==> src/logic/ssp_pkg.sv <==
// Constants for the 2-MByte second-stage page entry decoder.
// Assumes a 20 MHz unit clock and a classic Wishbone register port.
`default_nettype none

package ssp_pkg;

    // Entry field positions
    localparam int unsigned ENT_W         = 64;
    localparam int unsigned ADDR_TOP      = 51;
    localparam int unsigned ADDR_LOW      = 21;
    localparam int unsigned RSV_MID_HI    = 20;
    localparam int unsigned RSV_MID_LO    = 12;
    localparam int unsigned RSV_HI_BIT    = 62;
    localparam int unsigned SNOOP_BIT     = 11;
    localparam int unsigned DIRTY_BIT     = 9;
    localparam int unsigned ACCESSED_BIT  = 8;
    localparam int unsigned LARGE_BIT     = 7;
    localparam int unsigned IGN_ATTR_BIT  = 6;
    localparam int unsigned MT_HI         = 5;
    localparam int unsigned MT_LO         = 3;
    localparam int unsigned EXEC_BIT      = 2;
    localparam int unsigned WRITE_BIT     = 1;
    localparam int unsigned READ_BIT      = 0;

    // Context encodings
    localparam logic [1:0] MODE_LEGACY    = 2'h0;
    localparam logic [2:0] XLAT_SS_ONLY   = 3'h2;
    localparam logic [2:0] XLAT_NESTED    = 3'h3;

    // Memory type codes
    localparam logic [2:0] MT_UC          = 3'h0;
    localparam logic [2:0] MT_WC          = 3'h1;
    localparam logic [2:0] MT_WT          = 3'h4;
    localparam logic [2:0] MT_WP          = 3'h5;
    localparam logic [2:0] MT_WB          = 3'h6;

    // Register map, byte addresses
    localparam logic [3:0] REG_CAP        = 4'h0;
    localparam logic [3:0] REG_STATUS     = 4'h4;
    localparam logic [3:0] REG_COUNT      = 4'h8;

    // Capability register fields and reset values
    localparam int unsigned CAP_SC_BIT    = 0;
    localparam int unsigned CAP_LP_BIT    = 1;
    localparam int unsigned CAP_ZLR_BIT   = 2;
    localparam int unsigned CAP_HAW_LO    = 8;
    localparam int unsigned CAP_HAW_HI    = 13;
    localparam logic        CAP_SC_RST    = 1'b1;
    localparam logic        CAP_LP_RST    = 1'b1;
    localparam logic        CAP_ZLR_RST   = 1'b0;
    localparam logic [5:0]  CAP_HAW_RST   = 6'h30;

    // Status register fields
    localparam int unsigned ST_FAULT_BIT  = 0;
    localparam int unsigned ST_LEAF_BIT   = 1;
    localparam int unsigned ST_MTV_BIT    = 2;

    // Result latency after entry_valid_i, in cycles
    localparam int unsigned RESULT_LAT    = 1;

endpackage : ssp_pkg

`default_nettype wire

==> src/logic/ssp_decoder.sv <==
// Decoder for a second-stage entry mapping a 2-MByte page.
// Assumes entries and context come from page-walk logic on clk_i.
//
// Summary of operation
// - Page base comes from entry bits host_addr_width-1 down to 21.
// - Bit 11 is the snoop_required_bit for the mapped page.
// - Without snoop_control_support bit 11 is reserved and must be zero.
// - Dirty flag in bit 9 marks a successful write-seeking translation.
// - Accessed bit 8 and dirty bit 9 are ignored unless access_dirty_enable.
// - Bit 7 one means a 2-MByte leaf, zero means a next-level table.
// - Without 2-MB large page support bit 7 is reserved and must be zero.
// - Bits 6 and 5:3 are ignored if override is off or mode is legacy.
// - The attribute-table ignore applies only to nested coherent requests.
// - Flag zero uses the attr_table_setting, flag one excludes it.
// - With override on, bits 5:3 give the type for 010b/011b coherent.
// - Type codes 0,1,4,5,6 are UC,WC,WT,WP,WB; others are reserved.
// - With execute_check_enable set, bit 2 zero denies execute.
// - Bit 1 zero denies write.
// - Bit 0 zero denies read.
// - With zero-length read support, writable pages pass zero-length reads.
//
// The implementer's own choices: register access over Wishbone and the placing of the registers.
`default_nettype none

module ssp_decoder
    import ssp_pkg::*;
(
    input  wire logic        clk_i,
    input  wire logic        rst_i,
    // Wishbone slave
    input  wire logic        wb_cyc_i,
    input  wire logic        wb_stb_i,
    input  wire logic        wb_we_i,
    input  wire logic [3:0]  wb_adr_i,
    input  wire logic [3:0]  wb_sel_i,
    input  wire logic [31:0] wb_dat_i,
    output logic [31:0]      wb_dat_o,
    output logic             wb_ack_o,
    // Entry and context from the walker
    input  wire logic        entry_valid_i,
    input  wire logic [63:0] entry_i,
    input  wire logic        access_dirty_enable_i,
    input  wire logic        execute_check_enable_i,
    input  wire logic        memory_type_override_enable_i,
    input  wire logic [1:0]  table_mode_select_i,
    input  wire logic [2:0]  translation_type_select_i,
    input  wire logic        coherent_i,
    input  wire logic        zero_len_i,
    // Decode result
    output logic             result_valid_o,
    output logic             fault_o,
    output logic             leaf_o,
    output logic [51:0]      page_base_o,
    output logic             snoop_o,
    output logic             accessed_o,
    output logic             dirty_o,
    output logic             use_attr_table_o,
    output logic             mem_type_valid_o,
    output logic [2:0]       mem_type_o,
    output logic             grant_read_o,
    output logic             grant_write_o,
    output logic             grant_exec_o
);

    // Capability register
    logic        sc_q,  sc_d;
    logic        lp_q,  lp_d;
    logic        zlr_q, zlr_d;
    logic [5:0]  haw_q, haw_d;
    logic        ack_q, ack_d;
    logic [31:0] rdat_q, rdat_d;
    logic [31:0] cnt_q, cnt_d;

    logic        wb_req;
    assign wb_req = wb_cyc_i && wb_stb_i && !ack_q;

    always_comb begin
        sc_d   = sc_q;
        lp_d   = lp_q;
        zlr_d  = zlr_q;
        haw_d  = haw_q;
        ack_d  = wb_req;
        rdat_d = 32'h0000_0000;
        if (wb_req && wb_we_i && wb_adr_i == REG_CAP) begin
            if (wb_sel_i[0]) begin
                sc_d  = wb_dat_i[CAP_SC_BIT];
                lp_d  = wb_dat_i[CAP_LP_BIT];
                zlr_d = wb_dat_i[CAP_ZLR_BIT];
            end
            if (wb_sel_i[1]) begin
                haw_d = wb_dat_i[CAP_HAW_HI:CAP_HAW_LO];
            end
        end
        if (wb_req && !wb_we_i) begin
            case (wb_adr_i)
                REG_CAP: begin
                    rdat_d[CAP_SC_BIT]            = sc_q;
                    rdat_d[CAP_LP_BIT]            = lp_q;
                    rdat_d[CAP_ZLR_BIT]           = zlr_q;
                    rdat_d[CAP_HAW_HI:CAP_HAW_LO] = haw_q;
                end
                REG_STATUS: begin
                    rdat_d[ST_FAULT_BIT] = fault_o;
                    rdat_d[ST_LEAF_BIT]  = leaf_o;
                    rdat_d[ST_MTV_BIT]   = mem_type_valid_o;
                end
                REG_COUNT: rdat_d = cnt_q;
                default:   rdat_d = 32'h0000_0000;
            endcase
        end
    end

    always_ff @(posedge clk_i) begin
        if (rst_i) begin
            sc_q   <= CAP_SC_RST;
            lp_q   <= CAP_LP_RST;
            zlr_q  <= CAP_ZLR_RST;
            haw_q  <= CAP_HAW_RST;
            ack_q  <= 1'b0;
            rdat_q <= 32'h0000_0000;
        end else begin
            sc_q   <= sc_d;
            lp_q   <= lp_d;
            zlr_q  <= zlr_d;
            haw_q  <= haw_d;
            ack_q  <= ack_d;
            rdat_q <= rdat_d;
        end
    end

    assign wb_ack_o = ack_q;
    assign wb_dat_o = rdat_q;

    // Entry decode, combinational
    logic [51:0] addr_mask;
    logic        rsv_err, leaf, mt_legal, mt_apply, ign_apply;
    logic        mode_on;
    logic [2:0]  mt_code;

    assign mt_code = entry_i[MT_HI:MT_LO];

    ssp_mt_dec u_mt_dec (
        .code_i  (mt_code),
        .legal_o (mt_legal)
    );

    always_comb begin
        // bits at or above host_addr_width are not address
        for (int i = 0; i < 52; i++) begin
            addr_mask[i] = (i >= ADDR_LOW) && (7'(i) < {1'b0, haw_q});
        end
        // reserved bits above the address width and 20:12
        rsv_err = |(entry_i[ADDR_TOP:ADDR_LOW] & ~addr_mask[51:21])
                  || |entry_i[RSV_MID_HI:RSV_MID_LO]
                  || entry_i[RSV_HI_BIT];
        // snoop bit reserved without snoop control
        if (!sc_q && entry_i[SNOOP_BIT]) begin
            rsv_err = 1'b1;
        end
        // large page flag reserved without 2-MB support
        if (!lp_q && entry_i[LARGE_BIT]) begin
            rsv_err = 1'b1;
        end
        // leaf only when the large page flag is set
        leaf = entry_i[LARGE_BIT];
        // override off or legacy mode hides bits 6:3
        mode_on = memory_type_override_enable_i
                  && table_mode_select_i != MODE_LEGACY;
        // type applies to 010b or 011b from coherent devices
        mt_apply = mode_on && coherent_i
                   && (translation_type_select_i == XLAT_SS_ONLY
                       || translation_type_select_i == XLAT_NESTED);
        // ignore flag only for nested coherent requests
        ign_apply = mode_on && coherent_i
                    && translation_type_select_i == XLAT_NESTED;
        // a reserved type code in use is a bad entry
        if (leaf && mt_apply && !mt_legal) begin
            rsv_err = 1'b1;
        end
    end

    // Registered result
    logic        val_q,  val_d;
    logic        flt_q,  flt_d;
    logic        leaf_q, leaf_d;
    logic [51:0] base_q, base_d;
    logic        snp_q,  snp_d;
    logic        acc_q,  acc_d;
    logic        dty_q,  dty_d;
    logic        uat_q,  uat_d;
    logic        mtv_q,  mtv_d;
    logic [2:0]  mt_q,   mt_d;
    logic        gr_q,   gr_d;
    logic        gw_q,   gw_d;
    logic        gx_q,   gx_d;

    always_comb begin
        val_d  = entry_valid_i;
        flt_d  = flt_q;
        leaf_d = leaf_q;
        base_d = base_q;
        snp_d  = snp_q;
        acc_d  = acc_q;
        dty_d  = dty_q;
        uat_d  = uat_q;
        mtv_d  = mtv_q;
        mt_d   = mt_q;
        gr_d   = gr_q;
        gw_d   = gw_q;
        gx_d   = gx_q;
        cnt_d  = cnt_q;
        if (entry_valid_i) begin
            cnt_d  = cnt_q + 32'h0000_0001;
            flt_d  = rsv_err;
            leaf_d = leaf && !rsv_err;
            // page base, low 21 bits zero
            base_d = entry_i[51:0] & addr_mask;
            // snoop attribute, only with snoop control
            snp_d  = sc_q && entry_i[SNOOP_BIT];
            acc_d  = access_dirty_enable_i && entry_i[ACCESSED_BIT];
            // dirty means a write was translated
            dty_d  = access_dirty_enable_i && entry_i[DIRTY_BIT];
            // flag one drops the attribute table setting
            uat_d  = !(ign_apply && entry_i[IGN_ATTR_BIT]);
            mtv_d  = mt_apply && mt_legal;
            mt_d   = mt_apply ? mt_code : MT_UC;
            gr_d   = entry_i[READ_BIT]
                     || (zlr_q && zero_len_i && entry_i[WRITE_BIT]);
            gw_d   = entry_i[WRITE_BIT];
            gx_d   = !execute_check_enable_i || entry_i[EXEC_BIT];
            // a faulted or non-leaf entry grants nothing
            if (rsv_err || !leaf) begin
                gr_d  = 1'b0;
                gw_d  = 1'b0;
                gx_d  = 1'b0;
                mtv_d = 1'b0;
                snp_d = 1'b0;
            end
        end
    end

    always_ff @(posedge clk_i) begin
        if (rst_i) begin
            val_q  <= 1'b0;
            flt_q  <= 1'b0;
            leaf_q <= 1'b0;
            base_q <= 52'h0_0000_0000_0000;
            snp_q  <= 1'b0;
            acc_q  <= 1'b0;
            dty_q  <= 1'b0;
            uat_q  <= 1'b1;
            mtv_q  <= 1'b0;
            mt_q   <= MT_UC;
            gr_q   <= 1'b0;
            gw_q   <= 1'b0;
            gx_q   <= 1'b0;
            cnt_q  <= 32'h0000_0000;
        end else begin
            val_q  <= val_d;
            flt_q  <= flt_d;
            leaf_q <= leaf_d;
            base_q <= base_d;
            snp_q  <= snp_d;
            acc_q  <= acc_d;
            dty_q  <= dty_d;
            uat_q  <= uat_d;
            mtv_q  <= mtv_d;
            mt_q   <= mt_d;
            gr_q   <= gr_d;
            gw_q   <= gw_d;
            gx_q   <= gx_d;
            cnt_q  <= cnt_d;
        end
    end

    assign result_valid_o   = val_q;
    assign fault_o          = flt_q;
    assign leaf_o           = leaf_q;
    assign page_base_o      = base_q;
    assign snoop_o          = snp_q;
    assign accessed_o       = acc_q;
    assign dirty_o          = dty_q;
    assign use_attr_table_o = uat_q;
    assign mem_type_valid_o = mtv_q;
    assign mem_type_o       = mt_q;
    assign grant_read_o     = gr_q;
    assign grant_write_o    = gw_q;
    assign grant_exec_o     = gx_q;
endmodule : ssp_decoder

`default_nettype wire

==> src/logic/ssp_mt_dec.sv <==
// Memory type code decoder for the 2-MByte page entry.
// Assumes the code is already qualified by the caller's context.
`default_nettype none

module ssp_mt_dec
    import ssp_pkg::*;
(
    input  wire logic [2:0] code_i,
    output logic            legal_o
);

    always_comb begin
        case (code_i)
            MT_UC, MT_WC, MT_WT, MT_WP, MT_WB: legal_o = 1'b1;
            default:                           legal_o = 1'b0;
        endcase
    end

endmodule : ssp_mt_dec

`default_nettype wire

==> config.mk <==
export PLATFORM = sky130hd
export DESIGN_NAME = ssp_decoder
export DESIGN_NICKNAME = d
export VERILOG_FILES = /design/src/logic/ssp_pkg.sv /design/src/logic/ssp_decoder.sv /design/src/logic/ssp_mt_dec.sv
export SDC_FILE = /design/constraint.sdc
export NUM_CORES = 1
export LEC_CHECK = 0
export BUFFER_PORTS_ARGS = -buffer_cell sky130_fd_sc_hd__buf_2
export CAP_MARGIN = 10
export CORE_ASPECT_RATIO = 2
export CORE_MARGIN = 2
export CORE_UTILIZATION = 40
export CTS_BUF_LIST = sky130_fd_sc_hd__clkbuf_16
export DETAILED_ROUTE_END_ITERATION = 10
export PLACE_DENSITY = 0.82
export SYNTH_ARGS = -nofsm -noshare
export SYNTH_HDL_FRONTEND = slang
export SYNTH_SLANG_ARGS = --single-unit
==> constraint.sdc <==
create_clock -name clk_i -period 2 [get_ports clk_i]
set_clock_uncertainty 0.2 [all_clocks]
set_input_delay 0.4 -clock clk_i [delete_from_list [all_inputs] [get_ports clk_i]]
set_output_delay 0.4 -clock clk_i [all_outputs]
set_load 0.03 [all_outputs]
==> flow_summary_export.csv <==
group,metric,value,unit
status,outcome,"finished, violations left",
status,violations,"setup timing",
global_routing,grt_overflow_total,0,
final_layout,nets,953,
setup_path,slowest_stage,"dfxtp_4",
timing,fin_crit_sh,1.005,
yosys,synth-main-ff-cell,"dfxtp_1",
clocking,insertion_delay,0.40,ns
timing,setup_viol,1,
yosys,synth.distinct_cells,54,
timing,period_needed,2.010,ns
timing,tightest_slew,0.7414,ns
floorplanning,dieHeight,165.5,um
setup_path,path_cells,"buf_12, clkinvlp_4, a21oi_2, nand4_1, nor4_4, buf_4, buf_6, nand4_1, o21ai_1",
setup_path,required,2.13,ns
final_layout,fin_util,0.5761,
yosys,ys.warnings.count,0,
run,cap_violations,0,
power_and_ir_drop,p_leak,3.360,nW
power_and_ir_drop,vdd_drop_max,0.7354,mV
drt,drcViolationCount,0,
place,place_hpwl,11810,um
place,port_buffers,160,
global_routing,met1_usage,0.2737,
drt,drt_iter0_drc,308,
drt,postRouteAntennaNets,0,
global_routing,antenna_found_initial,0,
global_routing,grt_pass1_wl,25000,um
place,dp_cells,956,
timing,slew_viol_final,0,
timing,timing.fmax,497.5,MHz
global_routing,top_usage_layer,"met2",
setup_path,cpPeakStageDelay,0.40,ns
power_and_ir_drop,p_per_area,813.1,nW/um^2
setup_path,end_kind,"flip-flop",
timing,setup_ws,-0.01010,ns
floorplanning,core_area,12840,um^2
setup_path,startpoint_type,"flip-flop",
global_routing,grt_pass1_vias,5048,
drt,routedWlPerCell,16.04,um
setup_path,arrival,2.14,ns
floorplanning,initial_core_util,0.4061,
yosys,synthTopCellsByArea,"dfxtp_1 (46%), nor2_1 (6.1%), a21oi_1 (4.3%)",
floorplanning,ios,219,
yosys,ys_ff_latch,119,
floorplanning,row_count,59,
clocking,cts_max_level,4,
setup_path,criticalPathCategory,"flip-flop to flip-flop",
clocking,numCtsBuffers,17,
global_routing,grt_use_met3,0.05169,
drt,vias,5301,
clocking,ctsHoldBuffers,0,
final_layout,area_growth,41.86,%
yosys,yosysTopAreaCell,"dfxtp_1",
place,placed_cell_area,6515,um^2
clocking,cts.clk_slew.worst_paths,0.06,ns
place,gp_congestion,0.9041,
drt,wl,15990,um
yosys,syn-mean-instance-area,8.523,um^2
drt,via_per_inst,5.317,
final_layout,design_area,7400,um^2
global_routing,grt.met2_usage,0.3744,
yosys,synthCells,612,
hold_path,hold_path_class,"input port to flip-flop",
clocking,root_buffer,"clkbuf_16",
global_routing,grt_max_degree,40,
floorplanning,die-area,14030,um^2
final_layout,final_cells,997,
setup_path,critPathMaxFanout,8,
yosys,synth_edf_count,0,
timing,hold_viol,0,
yosys,synth_top_area_share,0.4567,
floorplanning,die-width,84.75,um
global_routing,grt_use_total,0.2235,
clocking,cts_tree,"yes",
yosys,netlist_area,5216,um^2
yosys,ys_async_sr_fraction,0,
power_and_ir_drop,power.total,6.017,mW
timing,maxSlewHeadroom,0.5039,
final_layout,antenna_cells,0,
yosys,seq_area_frac_synth,0.4567,
clocking,ctsLongestPathBuffers,2,
setup_path,cp_common_cell,"nand4_1",
drt,firstDrtPassIters,7,
timing,tns,-0.01010,ns
final_layout,drive_gt1_frac,0.3633,
timing,rsz0062_at_grt,"yes",
clocking,cts.sinks,119,
-- Yosys cell counts, drive strengths merged (3+ instances only) --
cell and n:
nor4 8, and2 24, a22o 6, inv 14, and3 14, a211o 4
nand4 12, dfxtp 119, clkbuf 24, a31oi 4, a22oi 3, buf 31
xnor2 8, a221oi 3, o31ai 4, nor3 5, nor2 85, nor2b 5
o2111ai 3, o21ai 22, nand2 59, a32oi 7, a21oi 45, o211ai 9
nand3 35, and4 4, xor2 21, mux2i 9
-- cells in the final DEF, fill, tap and decap left out, types with 3 or more instances in the layout --
cell type,instances
nand2_1,56
inv_6,3
nand4_1,12
and3_1,14
a21oi_1,40
clkbuf_16,17
clkinv_4,5
buf_6,5
nor3_1,3
a32oi_1,7
o21ai_0,13
nor2b_1,5
conb_1,21
nor4_4,4
xnor2_1,8
buf_2,160
xor2_1,21
mux2i_1,9
o31ai_4,3
dfxtp_4,6
nor2_1,85
inv_1,11
o211ai_1,9
buf_4,67
a21oi_2,5
clkinvlp_4,3
and2_1,24
bufinv_16,3
a31oi_1,4
buf_12,4
a22o_1,6
nand3_1,35
o21ai_1,8
and4_1,4
a211o_1,4
dfxtp_1,112
-- state kept, by name (all words and copies together) (netlist names), 3 cells and up --
| name | cells |
|---|---|
| cnt_q | 32 |
| mem_type_o | 3 |
| wb_dat_o | 32 |
| haw_q | 6 |
| page_base_o | 31 |
-- per-layer routing --
metal	wire (um)	up-vias
met4	362	0
li1	-	2527
met5	0	-
met3	1216	29
met2	7800	239
met1	6612	2506
-- final timing paths --
check | endpoint | startpoint | slack (ns) | cells past startpoint
max reg2reg | grant_write_o$_SDFFE_PP0P_ | haw_q[4]$_SDFFE_PP1P_ | -0.01 | 9
min | haw_q[0]$_SDFFE_PP0P_ | wb_dat_i[8] | 0.03 | 3
min reg2reg | page_base_o[27]$_SDFFE_PP0P_ | page_base_o[27]$_SDFFE_PP0P_ | 0.26 | 2
max | grant_write_o$_SDFFE_PP0P_ | haw_q[4]$_SDFFE_PP1P_ | -0.01 | 9
-- final cells by class --
cell class | instances | area (um^2)
fill | 1156 | 5445
multi-input combinational | 444 | 2698
sequential | 119 | 2406
timing repair buffer | 236 | 1440
clock buffer | 17 | 425.4
tap | 152 | 190.2
clock inverter | 15 | 178.9
inverter | 14 | 61.31
-- where the power goes --
part | internal (mW) | leakage (nW) | total (mW) | switching [mW]
combinational | 0.172 | 2.10 | 0.502 | 0.330
sequential | 2.41 | 0.968 | 2.43 | 0.0233
clock | 1.96 | 0.293 | 3.09 | 1.12
total | 4.54 | 3.36 | 6.02 | 1.48
-- critical path, delay by kind of cell (launching register included) --
kind                   cells  cell delay [ns]
buffers and inverters      4             0.59
flip-flops                 1             0.40
AND/OR/NAND/NOR            3             0.38
AO/OA/AOI/OAI              2             0.37
-- through the flow --
stage	hold WS (ns)	setup WS, ns
floorplan	0.2398	-0.02360
global placement	0.2401	-0.2708
detailed placement	0.2480	-0.2948
CTS	0.01975	0.004390
global route	0.02950	-0.1237
finish	0.02997	-0.01010
-- what timing repair did --
action,in CTS,in global routing
gates resized for setup,17,34
setup buffers,1,9
pin swaps,2,25
endpoints found under the setup margin,7,8
-- cell families after synthesis --
group,Yosys count,synth area share
XOR/XNOR,29,0.04869
adder cells (fa/ha/maj),2,0.004317
AO/OA/AOI/OAI,120,0.1504
multiplexers,9,0.01727
buffers and inverters,69,0.06764
flip-flops,119,0.4567
AND/OR/NAND/NOR,263,0.2543
other,1,0.0007189
Power figures use the tool's default switching activity.
